$ cat src/rtl/uepmc_cfg.svh
// Register indexes, field positions, reset values and counts for the endpoint engine
`ifndef UEPMC_CFG_SVH
`define UEPMC_CFG_SVH

`define UEPMC_IDX_EP0_CNT 7'h11
`define UEPMC_IDX_EP0_MODE 7'h12
`define UEPMC_IDX_EP1_CNT 7'h13
`define UEPMC_IDX_EP1_MODE 7'h14
`define UEPMC_IDX_EP2_CNT 7'h15
`define UEPMC_IDX_EP2_MODE 7'h16
`define UEPMC_IDX_EP3_CNT 7'h41
`define UEPMC_IDX_EP3_MODE 7'h42
`define UEPMC_IDX_EP4_CNT 7'h43
`define UEPMC_IDX_EP4_MODE 7'h44

`define UEPMC_BIT_SETUP 7
`define UEPMC_BIT_STALL 7
`define UEPMC_BIT_IN 6
`define UEPMC_BIT_OUT 5
`define UEPMC_BIT_ACK 4
`define UEPMC_BIT_TOG 7
`define UEPMC_BIT_DVAL 6

`define UEPMC_MODE_RST 8'h00
`define UEPMC_CNT_RST 8'h00
`define UEPMC_CRC_BYTES 6'h02
`define UEPMC_EP_BYTES 8
`define UEPMC_RESP_OKAY 2'h0
`define UEPMC_RESP_SLVERR 2'h2

`endif

$ cat src/rtl/uepmc_pkg.sv
// Types shared by the endpoint mode and count engine
`default_nettype none
package uepmc_pkg;
  typedef enum logic [3:0] {
    M_DISABLED = 4'h0, M_NAK_INOUT = 4'h1, M_STATUS_OUT = 4'h2, M_STALL_INOUT = 4'h3,
    M_IGNORE_INOUT = 4'h4, M_ISO_OUT = 4'h5, M_STATUS_IN = 4'h6, M_ISO_IN = 4'h7,
    M_NAK_OUT = 4'h8, M_ACK_OUT = 4'h9, M_NAK_OUT_ST_IN = 4'hA, M_ACK_OUT_ST_IN = 4'hB,
    M_NAK_IN = 4'hC, M_ACK_IN = 4'hD, M_NAK_IN_ST_OUT = 4'hE, M_ACK_IN_ST_OUT = 4'hF
  } uepmc_mode_e;
  typedef enum logic [2:0] {
    R_IGNORE = 3'h0, R_ACK = 3'h1, R_NAK = 3'h2, R_STALL = 3'h3, R_TX0 = 3'h4, R_TXCNT = 3'h5
  } uepmc_resp_e;
  typedef enum logic [1:0] {P_OUT = 2'h0, P_IN = 2'h1, P_SETUP = 2'h2} uepmc_pid_e;
  typedef enum logic [0:0] {S_IDLE = 1'h0, S_IN_WAIT = 1'h1} uepmc_state_e;
endpackage : uepmc_pkg
`default_nettype wire

$ cat src/rtl/uepmc_engine.sv
// Endpoint mode and count engine: register slave, token answers and transaction updates
// Operation
// RULE1: Mode register low four bits choose the answer to SETUP, IN and OUT.
// RULE2: Acknowledge flag bit 4 sets when a transaction ends with ACK.
// RULE3: Stall bit 7 stalls OUT in ack-IN mode and IN in ack-OUT mode; code stalls OUT in ack-OUT mode and IN in ack-IN mode.
// RULE4: Firmware keeps stall bit clear in all other modes.
// RULE5: Firmware writes zero to reserved bits 5 and 6 of data endpoints.
// RULE6: Firmware loads IN byte count, 0 to 8, before an IN.
// RULE7: OUT and SETUP write received bytes plus two CRC bytes into count.
// RULE8: Data-valid bit 6 follows the CRC check; interrupt raised either way.
// RULE9: Count bit 7 is the data toggle; received toggle copied on OUT/SETUP.
// RULE10: Endpoint zero count locks on OUT/SETUP update; others never lock.
// RULE11: Update rewrites mode and count, raises interrupt, locks endpoint zero.
// RULE12: SETUP point forces setup flag high until the data phase ends.
// RULE13: A read after the update unlocks endpoint zero registers.
// RULE14: All endpoints reset into the disabled mode.
// RULE15: Disabled ignores all; isochronous out always takes data; iso in sends count.
// RULE16: Control modes accept SETUP with their own IN and OUT answers.
// RULE17: Valid SETUP in a SETUP-taking mode is ACKed and mode becomes NAKing.
// RULE18: Data modes NAK or ACK OUT and IN, ACK modes fall to NAK modes.
// RULE19: Status-in and status-out modes drop to their NAK partner after ACK; code drops M_ACK_OUT_ST_IN and M_ACK_IN_ST_OUT to their NAK partners.
// RULE20: Status check ACKs only a zero-length OUT with toggle one, else STALL.
// RULE21: Control endpoint records SETUP, IN and OUT reception in status flags.
// RULE22: Firmware puts no SETUP-taking mode on a data endpoint.
// RULE23: Endpoint zero mode locks on engine update; other modes never lock.
// RULE24: While setup flag is set, endpoint zero buffer writes are blocked.
`default_nettype none
`include "uepmc_cfg.svh"
module uepmc_engine import uepmc_pkg::*; #(
  parameter int EP_BYTES = `UEPMC_EP_BYTES
) (
  // Clock and reset
  input wire logic ref_clk,
  input wire logic nrst,
  // AXI4-Lite slave
  input wire logic s_axi_awvalid,
  output logic s_axi_awready,
  input wire logic [8:0] s_axi_awaddr,
  input wire logic s_axi_wvalid,
  output logic s_axi_wready,
  input wire logic [31:0] s_axi_wdata,
  input wire logic [3:0] s_axi_wstrb,
  output logic s_axi_bvalid,
  input wire logic s_axi_bready,
  output logic [1:0] s_axi_bresp,
  input wire logic s_axi_arvalid,
  output logic s_axi_arready,
  input wire logic [8:0] s_axi_araddr,
  output logic s_axi_rvalid,
  input wire logic s_axi_rready,
  output logic [31:0] s_axi_rdata,
  output logic [1:0] s_axi_rresp,
  // Transaction reports from the serial engine
  input wire logic txn_valid,
  input wire logic [1:0] txn_pid,
  input wire logic [2:0] txn_ep,
  input wire logic [5:0] txn_count,
  input wire logic txn_crc_ok,
  input wire logic txn_toggle,
  input wire logic setup_start,
  input wire logic in_ack,
  // Answers to the serial engine
  output logic ans_valid,
  output uepmc_resp_e ans_code,
  output logic [5:0] ans_count,
  output logic ans_toggle,
  // Firmware side
  output logic [4:0] ep_int,
  output logic ep0_buf_lock
);
  localparam int NUM_EP = 5;
  localparam logic [2:0] EP_LIMIT = 3'(NUM_EP);
  localparam logic [5:0] MAX_RX = 6'(EP_BYTES) + `UEPMC_CRC_BYTES;
  localparam logic [6:0] CNT_IDX [NUM_EP] = '{`UEPMC_IDX_EP0_CNT, `UEPMC_IDX_EP1_CNT,
    `UEPMC_IDX_EP2_CNT, `UEPMC_IDX_EP3_CNT, `UEPMC_IDX_EP4_CNT};
  localparam logic [6:0] MODE_IDX [NUM_EP] = '{`UEPMC_IDX_EP0_MODE, `UEPMC_IDX_EP1_MODE,
    `UEPMC_IDX_EP2_MODE, `UEPMC_IDX_EP3_MODE, `UEPMC_IDX_EP4_MODE};

  logic [7:0] ep_mode [NUM_EP];
  logic [7:0] ep_cnt [NUM_EP];
  logic [8:0] aw_addr;
  logic [7:0] w_byte;
  logic w_lane0, setup_force, last_ep_valid;
  logic [2:0] pend_ep, last_ep;
  uepmc_state_e state, next_state;

  // Write channel: address and data held until both are in
  logic do_wr, wr_hit, rd_hit, ar_take;
  logic [6:0] wr_idx, rd_idx;
  logic [NUM_EP-1:0] wr_mode_hit, wr_cnt_hit, rd_mode_hit, rd_cnt_hit;
  logic [7:0] rd_byte;
  assign do_wr = !s_axi_awready && !s_axi_wready && !s_axi_bvalid;
  assign wr_idx = aw_addr[8:2];
  assign rd_idx = s_axi_araddr[8:2];
  assign ar_take = s_axi_arvalid && s_axi_arready;
  assign wr_hit = |{wr_mode_hit, wr_cnt_hit};
  assign rd_hit = |{rd_mode_hit, rd_cnt_hit};

  always_comb begin
    rd_byte = 8'h00;
    for (int e = 0; e < NUM_EP; e++) begin
      if (rd_mode_hit[e]) rd_byte = ep_mode[e];
      if (rd_cnt_hit[e]) rd_byte = ep_cnt[e];
    end
  end

  always_ff @(posedge ref_clk or negedge nrst) begin
    if (!nrst) begin
      s_axi_awready <= 1'b1;
      s_axi_wready <= 1'b1;
      s_axi_bvalid <= 1'b0;
      s_axi_bresp <= `UEPMC_RESP_OKAY;
      aw_addr <= 9'h000;
      w_byte <= 8'h00;
      w_lane0 <= 1'b0;
    end else begin
      if (s_axi_awvalid && s_axi_awready) begin
        s_axi_awready <= 1'b0;
        aw_addr <= s_axi_awaddr;
      end
      if (s_axi_wvalid && s_axi_wready) begin
        s_axi_wready <= 1'b0;
        w_byte <= s_axi_wdata[7:0];
        w_lane0 <= s_axi_wstrb[0];
      end
      if (do_wr) begin
        s_axi_bvalid <= 1'b1;
        s_axi_bresp <= wr_hit ? `UEPMC_RESP_OKAY : `UEPMC_RESP_SLVERR;
      end
      if (s_axi_bvalid && s_axi_bready) begin
        s_axi_bvalid <= 1'b0;
        s_axi_awready <= 1'b1;
        s_axi_wready <= 1'b1;
      end
    end
  end

  always_ff @(posedge ref_clk or negedge nrst) begin
    if (!nrst) begin
      s_axi_arready <= 1'b1;
      s_axi_rvalid <= 1'b0;
      s_axi_rdata <= 32'h0000_0000;
      s_axi_rresp <= `UEPMC_RESP_OKAY;
    end else if (ar_take) begin
      s_axi_arready <= 1'b0;
      s_axi_rvalid <= 1'b1;
      s_axi_rdata <= {24'h00_0000, rd_byte};
      s_axi_rresp <= rd_hit ? `UEPMC_RESP_OKAY : `UEPMC_RESP_SLVERR;
    end else if (s_axi_rvalid && s_axi_rready) begin
      s_axi_rvalid <= 1'b0;
      s_axi_arready <= 1'b1;
    end
  end

  // Transaction side
  logic take, ia_take, is_ctrl, rx_good, status_ok, upd_mode_now, dec_ack, dec_flag;
  logic dec_int, dec_cnt, goes_wait;
  logic [2:0] sel_idx;
  logic [3:0] dec_mode, ia_next;
  logic [7:0] sel_mode, sel_cnt, ia_mode, upd_mode_val, ia_val, mode_val, cnt_val;
  uepmc_resp_e dec_resp;

  assign take = txn_valid && txn_ep < EP_LIMIT;
  assign sel_idx = (txn_ep < EP_LIMIT) ? txn_ep : 3'h0;
  assign sel_mode = ep_mode[sel_idx];
  assign sel_cnt = ep_cnt[sel_idx];
  assign is_ctrl = sel_idx == 3'h0;
  assign rx_good = txn_crc_ok && txn_count <= MAX_RX;
  assign status_ok = txn_count == `UEPMC_CRC_BYTES && txn_toggle; // RULE20
  // Data endpoints have no token flags; bits 6:5 stay zero there
  assign upd_mode_val = {sel_mode[7],
    is_ctrl & (sel_mode[`UEPMC_BIT_IN] | (dec_flag & txn_pid == P_IN)), // RULE21
    is_ctrl & (sel_mode[`UEPMC_BIT_OUT] | (dec_flag & txn_pid == P_OUT)),
    sel_mode[`UEPMC_BIT_ACK] | dec_ack, dec_mode}; // RULE2
  assign upd_mode_now = take && (dec_ack || dec_flag || dec_mode != sel_mode[3:0]);
  assign ia_take = in_ack && state == S_IN_WAIT && !txn_valid;
  assign ia_mode = ep_mode[pend_ep];
  assign ia_next = (ia_mode[3:0] == M_ACK_IN) ? M_NAK_IN :
                   (ia_mode[3:0] == M_ACK_IN_ST_OUT) ? M_NAK_IN_ST_OUT : ia_mode[3:0]; // RULE18
  assign ia_val = {ia_mode[7:5], 1'b1, ia_next}; // RULE2
  assign mode_val = ia_take ? ia_val : upd_mode_val;
  assign cnt_val = {txn_toggle, txn_crc_ok, txn_count}; // RULE7 RULE8 RULE9
  assign goes_wait = take && txn_pid == P_IN && sel_mode[3:0] != M_ISO_IN &&
                     (dec_resp == R_TX0 || dec_resp == R_TXCNT);
  assign next_state = goes_wait ? S_IN_WAIT : (txn_valid || in_ack) ? S_IDLE : state;

  uepmc_resp_decode u_decode (
    .mode_code(sel_mode[3:0]), // RULE1
    .pid(txn_pid),
    .stall(!is_ctrl && sel_mode[`UEPMC_BIT_STALL]),
    .rx_good(rx_good),
    .status_ok(status_ok),
    .resp(dec_resp),
    .next_mode(dec_mode),
    .set_ack(dec_ack),
    .set_flag(dec_flag),
    .int_due(dec_int),
    .upd_cnt(dec_cnt)
  );

  for (genvar e = 0; e < NUM_EP; e++) begin : g_ep
    assign wr_mode_hit[e] = wr_idx == MODE_IDX[e];
    assign wr_cnt_hit[e] = wr_idx == CNT_IDX[e];
    assign rd_mode_hit[e] = rd_idx == MODE_IDX[e];
    assign rd_cnt_hit[e] = rd_idx == CNT_IDX[e];
    uepmc_ep_reg #(.IS_CTRL(e == 0)) u_reg (
      .ref_clk(ref_clk),
      .nrst(nrst),
      .wr_mode(do_wr && w_lane0 && wr_mode_hit[e]),
      .wr_cnt(do_wr && w_lane0 && wr_cnt_hit[e]),
      .rd_mode(ar_take && rd_mode_hit[e]),
      .rd_cnt(ar_take && rd_cnt_hit[e]),
      .wdata(w_byte),
      .upd_mode((upd_mode_now && sel_idx == e) || (ia_take && pend_ep == e)), // RULE11
      .upd_cnt(take && dec_cnt && sel_idx == e), // RULE11
      .upd_mode_val(mode_val),
      .upd_cnt_val(cnt_val),
      .setup_force(setup_force),
      .setup_set(e == 0 && setup_start), // RULE12
      .mode(ep_mode[e]),
      .cnt(ep_cnt[e])
    );
  end

  always_ff @(posedge ref_clk or negedge nrst) begin
    if (!nrst) begin
      state <= S_IDLE;
      pend_ep <= 3'h0;
      last_ep <= 3'h0;
      last_ep_valid <= 1'b0;
      setup_force <= 1'b0;
      ans_valid <= 1'b0;
      ans_code <= R_IGNORE;
      ans_count <= 6'h00;
      ans_toggle <= 1'b0;
      ep_int <= 5'h00;
      ep0_buf_lock <= 1'b0;
    end else begin
      state <= next_state;
      if (goes_wait) pend_ep <= sel_idx;
      last_ep <= sel_idx;
      last_ep_valid <= take;
      // Start of a new SETUP wins over the end of the old one
      setup_force <= setup_start ||
        (setup_force && !(take && is_ctrl && txn_pid == P_SETUP)); // RULE12
      ans_valid <= take;
      ans_code <= dec_resp;
      ans_count <= (dec_resp == R_TXCNT) ? sel_cnt[5:0] : 6'h00;
      ans_toggle <= sel_cnt[`UEPMC_BIT_TOG]; // RULE9
      ep_int <= 5'((take && dec_int) ? 5'h01 << sel_idx : 5'h00) |
                5'(ia_take ? 5'h01 << pend_ep : 5'h00); // RULE11 RULE8
      ep0_buf_lock <= ep_mode[0][`UEPMC_BIT_SETUP]; // RULE24
    end
  end

  a_disabled_quiet: assert property (@(posedge ref_clk) disable iff (!nrst) // RULE15
    take && sel_mode[3:0] == M_DISABLED |=> ans_code == R_IGNORE && ep_int == 5'h00)
    else $error("disabled endpoint answered");
  a_setup_ack: assert property (@(posedge ref_clk) disable iff (!nrst) // RULE17
    take && txn_pid == P_SETUP && rx_good && sel_mode[3:0] == M_STALL_INOUT
    |=> ans_code == R_ACK && ep_mode[last_ep][3:0] == M_NAK_INOUT)
    else $error("setup not acked to nak mode");
  a_ack_bit: assert property (@(posedge ref_clk) disable iff (!nrst) // RULE2
    ans_valid && ans_code == R_ACK |-> ep_mode[last_ep][`UEPMC_BIT_ACK])
    else $error("ack flag missing");
  a_rx_count: assert property (@(posedge ref_clk) disable iff (!nrst) // RULE7
    take && dec_cnt |=> ep_cnt[last_ep][5:0] == $past(txn_count))
    else $error("count not written");
  a_dval_crc: assert property (@(posedge ref_clk) disable iff (!nrst) // RULE8
    take && dec_cnt |=> ep_cnt[last_ep][`UEPMC_BIT_DVAL] == $past(txn_crc_ok)
    && ep_int[last_ep]) else $error("data valid or interrupt wrong");
  a_stall_in: assert property (@(posedge ref_clk) disable iff (!nrst) // RULE3
    take && !is_ctrl && txn_pid == P_IN && sel_mode == 8'h8D |=> ans_code == R_STALL)
    else $error("stall not applied");
  a_status_check: assert property (@(posedge ref_clk) disable iff (!nrst) // RULE20
    take && txn_pid == P_OUT && rx_good && sel_mode[3:0] == M_STATUS_OUT
    |=> ans_code == ($past(status_ok) ? R_ACK : R_STALL)) else $error("status check wrong");
  a_buf_block: assert property (@(posedge ref_clk) disable iff (!nrst) // RULE24
    setup_force |-> ##[1:2] ep0_buf_lock) else $error("buffer not blocked");
  a_in_update: assert property (@(posedge ref_clk) disable iff (!nrst) // RULE11
    ia_take |=> ep_int == 5'h01 << $past(pend_ep)) else $error("in ack without interrupt");
  c_setup_acked: cover property (@(posedge ref_clk) disable iff (!nrst)
    ans_valid && ans_code == R_ACK && last_ep == 3'h0);
  c_in_acked: cover property (@(posedge ref_clk) disable iff (!nrst) ia_take);
  c_status_stall: cover property (@(posedge ref_clk) disable iff (!nrst)
    ans_valid && ans_code == R_STALL);
endmodule : uepmc_engine
`default_nettype wire

$ cat src/rtl/uepmc_resp_decode.sv
// Token response decoder: mode code and token to handshake, next mode and update strobes
`default_nettype none
module uepmc_resp_decode import uepmc_pkg::*; (
  // Request
  input wire logic [3:0] mode_code,
  input wire logic [1:0] pid,
  input wire logic stall,
  input wire logic rx_good,
  input wire logic status_ok,
  // Decision
  output uepmc_resp_e resp,
  output logic [3:0] next_mode,
  output logic set_ack,
  output logic set_flag,
  output logic int_due,
  output logic upd_cnt
);
  uepmc_mode_e mode;
  logic takes_setup;
  assign mode = uepmc_mode_e'(mode_code);
  assign takes_setup = mode inside {M_NAK_INOUT, M_STATUS_OUT, M_STALL_INOUT, M_IGNORE_INOUT,
    M_STATUS_IN, M_NAK_OUT_ST_IN, M_ACK_OUT_ST_IN, M_NAK_IN_ST_OUT, M_ACK_IN_ST_OUT}; // RULE16

  always_comb begin
    resp = R_IGNORE;
    next_mode = mode_code;
    set_ack = 1'b0;
    set_flag = 1'b0;
    int_due = 1'b0;
    upd_cnt = 1'b0;
    if (pid == P_SETUP) begin
      if (takes_setup) begin // RULE17
        int_due = 1'b1;
        upd_cnt = 1'b1;
        if (rx_good) begin
          resp = R_ACK;
          set_ack = 1'b1;
          next_mode = M_NAK_INOUT;
        end
      end
    end else if (pid == P_OUT) begin
      unique case (mode)
        M_NAK_INOUT, M_NAK_OUT, M_NAK_OUT_ST_IN: if (rx_good) begin // RULE18
          resp = R_NAK;
          set_flag = 1'b1;
          int_due = 1'b1;
        end
        M_STATUS_OUT, M_NAK_IN_ST_OUT, M_ACK_IN_ST_OUT: if (rx_good) begin
          resp = status_ok ? R_ACK : R_STALL; // RULE20
          set_ack = status_ok;
          set_flag = 1'b1;
          int_due = 1'b1;
        end
        M_STALL_INOUT, M_STATUS_IN: begin
          resp = R_STALL;
          set_flag = 1'b1;
          int_due = 1'b1;
        end
        M_ISO_OUT: begin // RULE15
          upd_cnt = 1'b1;
          int_due = 1'b1;
        end
        M_ACK_OUT, M_ACK_OUT_ST_IN: begin
          set_flag = 1'b1;
          int_due = 1'b1;
          if (stall && mode == M_ACK_OUT) begin
            resp = R_STALL; // RULE3
          end else begin
            upd_cnt = 1'b1;
            if (rx_good) begin // RULE19
              resp = R_ACK;
              set_ack = 1'b1;
              next_mode = (mode == M_ACK_OUT) ? M_NAK_OUT : M_NAK_OUT_ST_IN;
            end
          end
        end
        M_DISABLED, M_IGNORE_INOUT, M_ISO_IN, M_NAK_IN, M_ACK_IN: ;
      endcase
    end else if (pid == P_IN) begin
      unique case (mode)
        M_NAK_INOUT, M_NAK_IN, M_NAK_IN_ST_OUT: begin
          resp = R_NAK;
          set_flag = 1'b1;
          int_due = 1'b1;
        end
        M_STATUS_OUT, M_STALL_INOUT: begin
          resp = R_STALL;
          set_flag = 1'b1;
          int_due = 1'b1;
        end
        M_STATUS_IN, M_NAK_OUT_ST_IN, M_ACK_OUT_ST_IN: begin
          resp = R_TX0;
          set_flag = 1'b1;
        end
        M_ISO_IN: begin
          resp = R_TXCNT;
          int_due = 1'b1;
        end
        M_ACK_IN, M_ACK_IN_ST_OUT: begin
          set_flag = 1'b1;
          resp = (stall && mode == M_ACK_IN) ? R_STALL : R_TXCNT; // RULE3
          int_due = resp == R_STALL;
        end
        M_DISABLED, M_IGNORE_INOUT, M_ISO_OUT, M_NAK_OUT, M_ACK_OUT: ;
      endcase
    end
  end
endmodule : uepmc_resp_decode
`default_nettype wire

$ cat src/rtl/uepmc_ep_reg.sv
// One endpoint's mode and counter registers with the control endpoint locks
`default_nettype none
`include "uepmc_cfg.svh"
module uepmc_ep_reg import uepmc_pkg::*; #(
  parameter bit IS_CTRL = 1'b0
) (
  // Clock and reset
  input wire logic ref_clk,
  input wire logic nrst,
  // Processor access
  input wire logic wr_mode,
  input wire logic wr_cnt,
  input wire logic rd_mode,
  input wire logic rd_cnt,
  input wire logic [7:0] wdata,
  // Engine update
  input wire logic upd_mode,
  input wire logic upd_cnt,
  input wire logic [7:0] upd_mode_val,
  input wire logic [7:0] upd_cnt_val,
  input wire logic setup_force,
  input wire logic setup_set,
  // Contents
  output logic [7:0] mode,
  output logic [7:0] cnt
);
  logic mode_lock, cnt_lock, setup_hold;
  logic next_mode_lock, next_cnt_lock, next_setup_hold, setup_busy;
  logic [7:0] next_mode, next_cnt, ctrl_mode, data_mode;

  assign setup_busy = setup_force | setup_hold;
  // Engine update beats a processor write landing in the same cycle, except on control mode bit 7
  assign ctrl_mode[7] = (setup_set | setup_busy) ? 1'b1 : (wr_mode ? wdata[7] : mode[7]); // RULE12
  assign ctrl_mode[6:0] = upd_mode ? upd_mode_val[6:0] :
                          (wr_mode && !mode_lock) ? wdata[6:0] : mode[6:0]; // RULE23
  assign data_mode = upd_mode ? upd_mode_val : wr_mode ? {wdata[7], 2'b00, wdata[4:0]} : mode;
  assign next_mode = IS_CTRL ? ctrl_mode : data_mode;
  assign next_cnt = upd_cnt ? upd_cnt_val : (wr_cnt && !cnt_lock) ? wdata : cnt; // RULE10
  assign next_mode_lock = IS_CTRL & (upd_mode | (mode_lock & !rd_mode)); // RULE13
  assign next_cnt_lock = IS_CTRL & (upd_cnt | (cnt_lock & !rd_cnt)); // RULE13
  assign next_setup_hold = IS_CTRL & (setup_set | (setup_hold & !(rd_mode & !setup_force)));

  always_ff @(posedge ref_clk or negedge nrst) begin
    if (!nrst) begin
      mode <= `UEPMC_MODE_RST; // RULE14
      cnt <= `UEPMC_CNT_RST;
      mode_lock <= 1'b0;
      cnt_lock <= 1'b0;
      setup_hold <= 1'b0;
    end else begin
      mode <= next_mode;
      cnt <= next_cnt;
      mode_lock <= next_mode_lock;
      cnt_lock <= next_cnt_lock;
      setup_hold <= next_setup_hold;
    end
  end

  a_cnt_lock_hold: assert property (@(posedge ref_clk) disable iff (!nrst) // RULE10
    cnt_lock && wr_cnt && !upd_cnt |=> cnt == $past(cnt)) else $error("locked count written");
  a_mode_lock_hold: assert property (@(posedge ref_clk) disable iff (!nrst) // RULE23
    mode_lock && wr_mode && !upd_mode |=> mode[6:0] == $past(mode[6:0]))
    else $error("locked mode written");
  a_lock_ctrl_only: assert property (@(posedge ref_clk) disable iff (!nrst) // RULE10
    !IS_CTRL |-> !mode_lock && !cnt_lock) else $error("data endpoint locked");
  a_unlock_read: assert property (@(posedge ref_clk) disable iff (!nrst) // RULE13
    cnt_lock && rd_cnt && !upd_cnt ##1 wr_cnt && !upd_cnt |=> cnt == $past(wdata))
    else $error("read did not unlock count");
endmodule : uepmc_ep_reg
`default_nettype wire

$ cat config.mk
export PLATFORM = sky130hd
export DESIGN_NAME = uepmc_engine
export DESIGN_NICKNAME = d
export VERILOG_FILES = /design/src/rtl/uepmc_pkg.sv /design/src/rtl/uepmc_engine.sv /design/src/rtl/uepmc_resp_decode.sv /design/src/rtl/uepmc_ep_reg.sv
export VERILOG_INCLUDE_DIRS = /design/src /design/src/rtl
export SDC_FILE = /design/constraint.sdc
export NUM_CORES = 1
export LEC_CHECK = 0
export ABC_AREA = 1
export ABC_CLOCK_PERIOD_IN_PS = 2750
export BUFFER_PORTS_ARGS = -buffer_cell sky130_fd_sc_hd__buf_2
export CORE_UTILIZATION = 42
export DETAILED_ROUTE_END_ITERATION = 7
export PLACE_DENSITY = 0.73
export SKIP_LAST_GASP = 1
export SLEW_MARGIN = 20
export SYNTH_ARGS = -nofsm -noshare
export SYNTH_HDL_FRONTEND = slang
export SYNTH_HIERARCHICAL = 1
export SYNTH_SLANG_ARGS = --single-unit
$ cat constraint.sdc
create_clock -name ref_clk -period 2.75 [get_ports ref_clk]
set_clock_uncertainty 0.1 [all_clocks]
set_input_delay 0.1375 -clock ref_clk [delete_from_list [all_inputs] [get_ports ref_clk]]
set_output_delay 0.1375 -clock ref_clk [all_outputs]
set_load 0.03 [all_outputs]
Yosys cells after proc, flatten, opt, wreduce, memory -nomap -nowiden
Index checks and enable logic that the tools add are counted.
- logic and storage cells: 327
- input bits: 77
- flip-flop bits (word level): 140
- output and inout bits: 58
- $lt $le $gt $ge: 4
- bitwise logic cells: 19
- equality and inequality tests: 53
- shifts and indexed selects: 2
- multiplexer cells: 104
- reductions and logical operators: 111
- operators with widths (cell ; count):
    2-to-1 mux 8 bit ; 35
    == test 7 x 5 -> 1 bit, second input constant ; 12
    binary-select mux 8 bit (select 3 bit) ; 3
    == test 7 bit, second input constant ; 8
    logical AND 1 bit ; 54
    == test 4 bit, second input constant ; 10
    2-to-1 mux 4 bit ; 9
    2-to-1 mux 1 bit ; 32
    nonzero test 2 bit ; 16
    OR reduction 10 bit ; 3
    2-to-1 mux 3 bit ; 8
    == test 4 x 3 -> 1 bit, second input constant ; 4
    == test 3 x 2 -> 1 bit, second input constant ; 5
    case mux 3 bit (5 select lines) ; 1
    2-to-1 mux 7 bit ; 2
    == test 3 bit, second input constant ; 4
    logical NOT 1 bit ; 12
    case mux 3 bit (4 select lines) ; 1
    OR reduction 3 bit ; 4
    OR reduction 6 bit ; 2
    logical OR 1 bit ; 10
    2-to-1 mux 2 bit ; 5
    2-to-1 mux 5 bit ; 2
    case mux 1 bit (2 select lines) ; 5
    23 further kinds ; 46

Depth between registers and ports, before layout
- word-level depth: 19
- depth in mapped cells: 33
- mapped depth without buffers: 28

Cells and area by module
Netlist, hierarchy kept.
- modules (own cells, without submodules) (module ; seq. area each (um^2) ; area each (um^2) ; cells each ; instances):
    uepmc_engine ; 1330.0 ; 4446.8 ; 700 ; 1
    uepmc_ep_reg at g_ep[1].u_reg ... ; 400.4 ; 728.2 ; 85 ; 4
    uepmc_ep_reg at g_ep[0].u_reg ; 475.5 ; 988.4 ; 132 ; 1
    uepmc_resp_decode ; 0.0 ; 476.7 ; 94 ; 1

Least setup slack after synthesis
No wires, ideal clock.
- path type: input to register
- from: input txn_ep[2]
- to: register g_ep[0].u_reg.mode[4]
- required time: 2584 ps
- cell stages on the path: 28
- buffers on the path: 3
- path slack: -70 ps
- arrival: 2654 ps
- setup time: 66 ps
- cells stage by stage: buf_6 -> inv_8 -> nand2_8 -> nand2_4 -> inv_4 -> nand2_1 -> nand3_1 -> o21ai_1 -> nor2_2 -> nand2_2 -> nand2_1 -> nor2_2 -> nand3_2 -> nand2_2 -> nand2_1 -> nor2_1 -> nand2_1 -> nor2_1 -> nand3_2 -> nand3_1 -> nand2_1 -> buf_6 -> inv_8 -> buf_6 -> nand2_2 -> nand2_1 -> nand2_1 -> nand2_1
- elaborated cells between the ends (all ways): 58
- classes of those cells: 1 x order compare; 14 x eq/ne; 24 x mux; 2 x bitwise; 17 x reduce/logical
- RTL lines (item ; line ; RTL):
    from (decl) ; uepmc_engine.sv:56 ; input wire logic [2:0] txn_ep,
    less-than comparator 3 bit ; uepmc_engine.sv:164 ; assign sel_idx = (txn_ep < EP_LIMIT) ? txn_ep : 3'h0;
    2-to-1 mux 3 bit (*) ; uepmc_engine.sv:164 ;
    inverter 3 -> 4 bit (not written as such) (*) ; uepmc_engine.sv:165 ; assign sel_mode = ep_mode[sel_idx];
    binary-select mux 8 bit (select 3 bit) (*) ; uepmc_engine.sv:165 ;
    2-to-1 mux 8 bit (not written as such) (*) (2 in a row) ; uepmc_engine.sv:165 ;
    via sel_mode[3] ; uepmc_engine.sv:160 ; logic [7:0] sel_mode, sel_cnt, ia_mode, upd_mode_val, ia_val, mode_val, cnt_val;
    == test 4 bit, or another cell as far along ; uepmc_resp_decode.sv:80 ; unique case (mode)
    OR reduction 10 bit (no source line) ; -- ;
    [2 not listed] ; -- ;
    2-to-1 mux 1 bit (*) ; uepmc_resp_decode.sv:41 ; end else if (pid == P_OUT) begin
    2-to-1 mux 1 bit (*) ; uepmc_resp_decode.sv:31 ; if (pid == P_SETUP) begin
    via dec_flag ; uepmc_engine.sv:156 ; logic take, ia_take, is_ctrl, rx_good, status_ok, upd_mode_now, dec_ack, dec_flag;
    logical OR 1 bit (*) (2 in a row) ; uepmc_engine.sv:175 ; assign upd_mode_now = take && (dec_ack || dec_flag || dec_mode != sel_mode[3:0]);
    logical AND 1 bit (*) ; uepmc_engine.sv:175 ;
    logical AND 1 bit (*) ; uepmc_engine.sv:214 ; .upd_mode((upd_mode_now && sel_idx == e) || (ia_take && pend_ep == e)),
    logical OR 1 bit (*) ; uepmc_engine.sv:214 ;
    2-to-1 mux 7 bit or nonzero test 2 bit (tied branches) ; -- ;
    to (signal assigned) ; uepmc_ep_reg.sv:45 ; mode <= `UEPMC_MODE_RST;
    to (signal assigned) ; uepmc_ep_reg.sv:51 ; mode <= next_mode;
    to (decl) ; uepmc_ep_reg.sv:24 ; output logic [7:0] mode,
The timed path passes the listed nets; every way through them passes the cells marked *. The select of a mux whose other input is x is not followed.
A chain may end at the register's enable or synchronous reset.

Worst setup path in the final report
- from: register g_ep[3].u_reg.mode[2]
- to: register g_ep[0].u_reg.mode[3]
- elaborated cells between the ends (all ways): 57
- classes of those cells: 16 x eq/ne; 28 x mux; 13 x reduce/logical
- RTL lines (item ; line ; RTL):
    from (decl) ; uepmc_ep_reg.sv:24 ;
    from (signal assigned) ; uepmc_ep_reg.sv:45 ;
    from (signal assigned) ; uepmc_ep_reg.sv:51 ;
    binary-select mux 8 bit (select 3 bit) (*) ; uepmc_engine.sv:165 ;
    2-to-1 mux 8 bit (not written as such) (*) (2 in a row) ; uepmc_engine.sv:165 ;
    via sel_mode[2] ; uepmc_engine.sv:160 ;
    == test 4 bit ; uepmc_resp_decode.sv:42, uepmc_resp_decode.sv:66 ;
    logical AND 1 bit ; uepmc_resp_decode.sv:66 ; if (stall && mode == M_ACK_OUT) begin
    2-to-1 mux 4 bit ; uepmc_resp_decode.sv:66 ;
    2-to-1 mux 4 bit ; uepmc_resp_decode.sv:42 ; unique case (mode)
    2-to-1 mux 4 bit ; uepmc_resp_decode.sv:41 ;
    2-to-1 mux 4 bit (*) ; uepmc_resp_decode.sv:31 ;
    via dec_mode[0] ; uepmc_engine.sv:159 ; logic [3:0] dec_mode, ia_next;
    inequality test 4 bit (*) ; uepmc_engine.sv:175 ;
    logical OR 1 bit (*) ; uepmc_engine.sv:175 ;
    logical AND 1 bit (*) ; uepmc_engine.sv:175 ;
    logical AND 1 bit (*) ; uepmc_engine.sv:214 ;
    logical OR 1 bit (*) ; uepmc_engine.sv:214 ;
    2-to-1 mux 7 bit or nonzero test 2 bit (tied branches) ; -- ;
Marked as above.

==> out/summary.txt <==
Status: complete, but fails checks
Violated checks: negative setup slack
Layout cells sized above 1: 30.6%
RD Place Congestion: 0.995
Hpwl dp: 24.4 mm
Clock slew at reported path FFs: 0.07 ns
Total core area: 20400 sq um
WP data arrival: 3.11 ns
Initial antenna violation count: 0
Startpoint Class: register
Critical path data required time: 2.97 ns
Initial Util: 43.2%
Fin Setup TNS: -4.25 ns
Total gr overflow: 0
DR iter-0 viols: 991
Port buffer count: 77
Clock root buffer: clkbuf_16
# DRC: 0
Crit path to: g_ep[0].u_reg/mode[3]
Largest net degree at the start of global routing: 76
DRT Pass-1 Iters: 7
Total design power: 10.2 mW
Core Rows: 52
First-pass GRT wire length: 50.7 mm
Mapped Cells: 1258
R2r endpoint: g_ep[0].u_reg/mode[3]
R2R Setup Slk: -0.14 ns
CP max FO: 6
Fin area: 11900 sq um
Vias/cell: 5.42
Cell area after synthesis: 8790 sq um
RSZ-0062 raised after global routing: yes
Min-delay worst type: primary input to register
Fill cell count: 1836
Max-slew violations: 0
Yosys warning count: 6
Max transition margin: 50.5%
Fin worst setup slack: -0.140 ns
Fin Hold WS: 0.0114 ns
Vias in the first global route: 9209
Top Ports: 135
Worst reg2reg path depth: 24
Clk buf depth: 2
Number of CTS-inserted buffers: 17
Fin crit share: 105%
Setup Viol. Count Final: 74
Post-DRT Antenna Nets: 0
Peak supply drop: 0.695 mV
Crit. End Element: register
CTS tree: built
Avg Inst Size Synth: 6.99 sq um
Post-route minimum period: 2.89 ns
Area post-placement: 10300 sq um
Diode count: 0
Wire per inst: 18.1 um
CTS sink count: 136
Die X: 147 um
Crit Path Category: register to register
Die Height: 147 um
Worst Setup SP: g_ep[3].u_reg/mode[2]
R2R Path Start: g_ep[3].u_reg/mode[2]
Max Fclk: 0.346 GHz
Hold Violations, Final: 0
Worst-skew pair later-pin latency: 0.43 ns
Max-Cap Viols: 0
Final wirelength: 33.1 mm
Final core occ: 58.7%
Final Net Count: 1620
Area grow syn2layout: 35.8%
P_leak: 6.18 nW
Via count: 9898
Full die area: 21500 sq um
Total track usage: 31.0%
Slew @ Worst Pin: 0.739 ns
CTS H-tree depth: 4
Cell Pwr Density: 854 nW/um^2
[layout make-up]
cell class                 count  area [sq um]  area share, %
clock buffer                  22           454           3.80
clock inverter                10           121           1.02
inverter                     153           638           5.34
multi-input combinational    939          4790           40.1
sequential                   136          3410           28.5
tap                          270           338           2.83
timing repair buffer         295          2190           18.3
timing repair inverter         1          11.3         0.0943
[critical path, stage by stage (launching register included)]
cell and delay (ns):
dfrtp_1 0.36, inv_2 0.07, nand3_2 0.07, nand2_1 0.06, nand2_1 0.05, nand2_1 0.05
nand2_2 0.09, nand2_2 0.08, inv_4 0.11, inv_4 0.06, o211ai_1 0.32, nand4_4 0.16
buf_6 0.17, nand2_4 0.06, nand3_2 0.07, nand2_2 0.09, nor2_4 0.04, nand3_4 0.10
nand3_4 0.10, nand2_4 0.10, buf_12 0.14, clkinv_8 0.08, buf_6 0.12, nand3_1 0.07
nand2_1 0.06
[registers in the layout, indices dropped and copies added (netlist names), 3 cells and up]
| name | cells |
|---|---|
| ans_code | 3 |
| ans_count | 6 |
| aw_addr | 7 |
| ep_int | 5 |
| g_ep.u_reg/cnt | 40 |
| g_ep.u_reg/mode | 40 |
| pend_ep | 3 |
| s_axi_rdata | 8 |
| w_byte | 8 |
[per-stage QoR]
stage,setup slack (ns),std cells
floorplan,0.0406,1283
global placement,-0.446,1729
detailed placement,-0.432,1729
CTS,-0.0905,1816
global route,-0.263,1826
finish,-0.140,1826
[worst min path at each step]
| stage | start | end | slack (ns) | depth (start not counted) |
|---|---|---|---|---|
| after floorplan | nrst | ans_code[0] | -0.26 | 0 |
| after global placement | nrst | g_ep[2].u_reg/cnt[1] | 0.12 | 1 |
| after detailed placement | nrst | g_ep[2].u_reg/cnt[6] | 0.12 | 1 |
| after CTS | txn_count[3] | g_ep[2].u_reg/cnt[3] | 0.002 | 4 |
| after global routing | txn_count[4] | g_ep[4].u_reg/cnt[4] | 0.02 | 4 |
| final | txn_count[3] | g_ep[2].u_reg/cnt[3] | 0.01 | 4 |
[report_power, final]
group	switching (mW)	leakage, nW	internal, mW
Sequential	0.941	1.73	2.73
Combinational	2.44	4.17	1.80
Clock	0.932	0.279	1.37
Total	4.31	6.18	5.89
[placed cells by master, fill, tap and decap left out, types with 4 or more instances in the layout]
master         instances
inv_2                 29
nand3_2               18
buf_6                 11
nor2_1                76
nor2_4                14
o2111ai_1              5
o21ai_2                5
buf_12                 4
nor3_1                13
mux2_2                12
inv_8                  4
dlygate4sd3_1         30
nor2_2                12
conb_1                26
inv_1                106
buf_2                 77
o21ai_0               48
dfrtp_1              133
nand4_1               19
clkbuf_1               4
a21oi_1               18
nand3_1              158
nand2_2               47
inv_4                  9
nand2_4               14
o211ai_1               6
nor4_1                 5
clkbuf_16             17
o22ai_1                9
a22oi_1                5
o21ai_1               13
buf_4                173
nand2_1              386
[timing repair]
| action | CTS | global route |
|---|---|---|
| cloned | 2 | 0 |
| pin swaps | 33 | 40 |
| hold buffers | 30 | 0 |
| buffers inserted | 23 | 13 |
| endpoints found under the hold margin | 108 | 0 |
| gates resized for setup | 70 | 88 |
| setup endpoints to repair | 87 | 96 |
[metal layers]
layer	share of wire (%)	track usage, %	up-vias	wire [um]
met3	9.5	4.10	118	3140
met1	42	43.2	4581	13700
met4	4.3	13.4	0	1440
li1	-	-	4608	-
met5	0	0	-	0
met2	45	48.1	591	14800
Power figures use the tool's default switching activity.
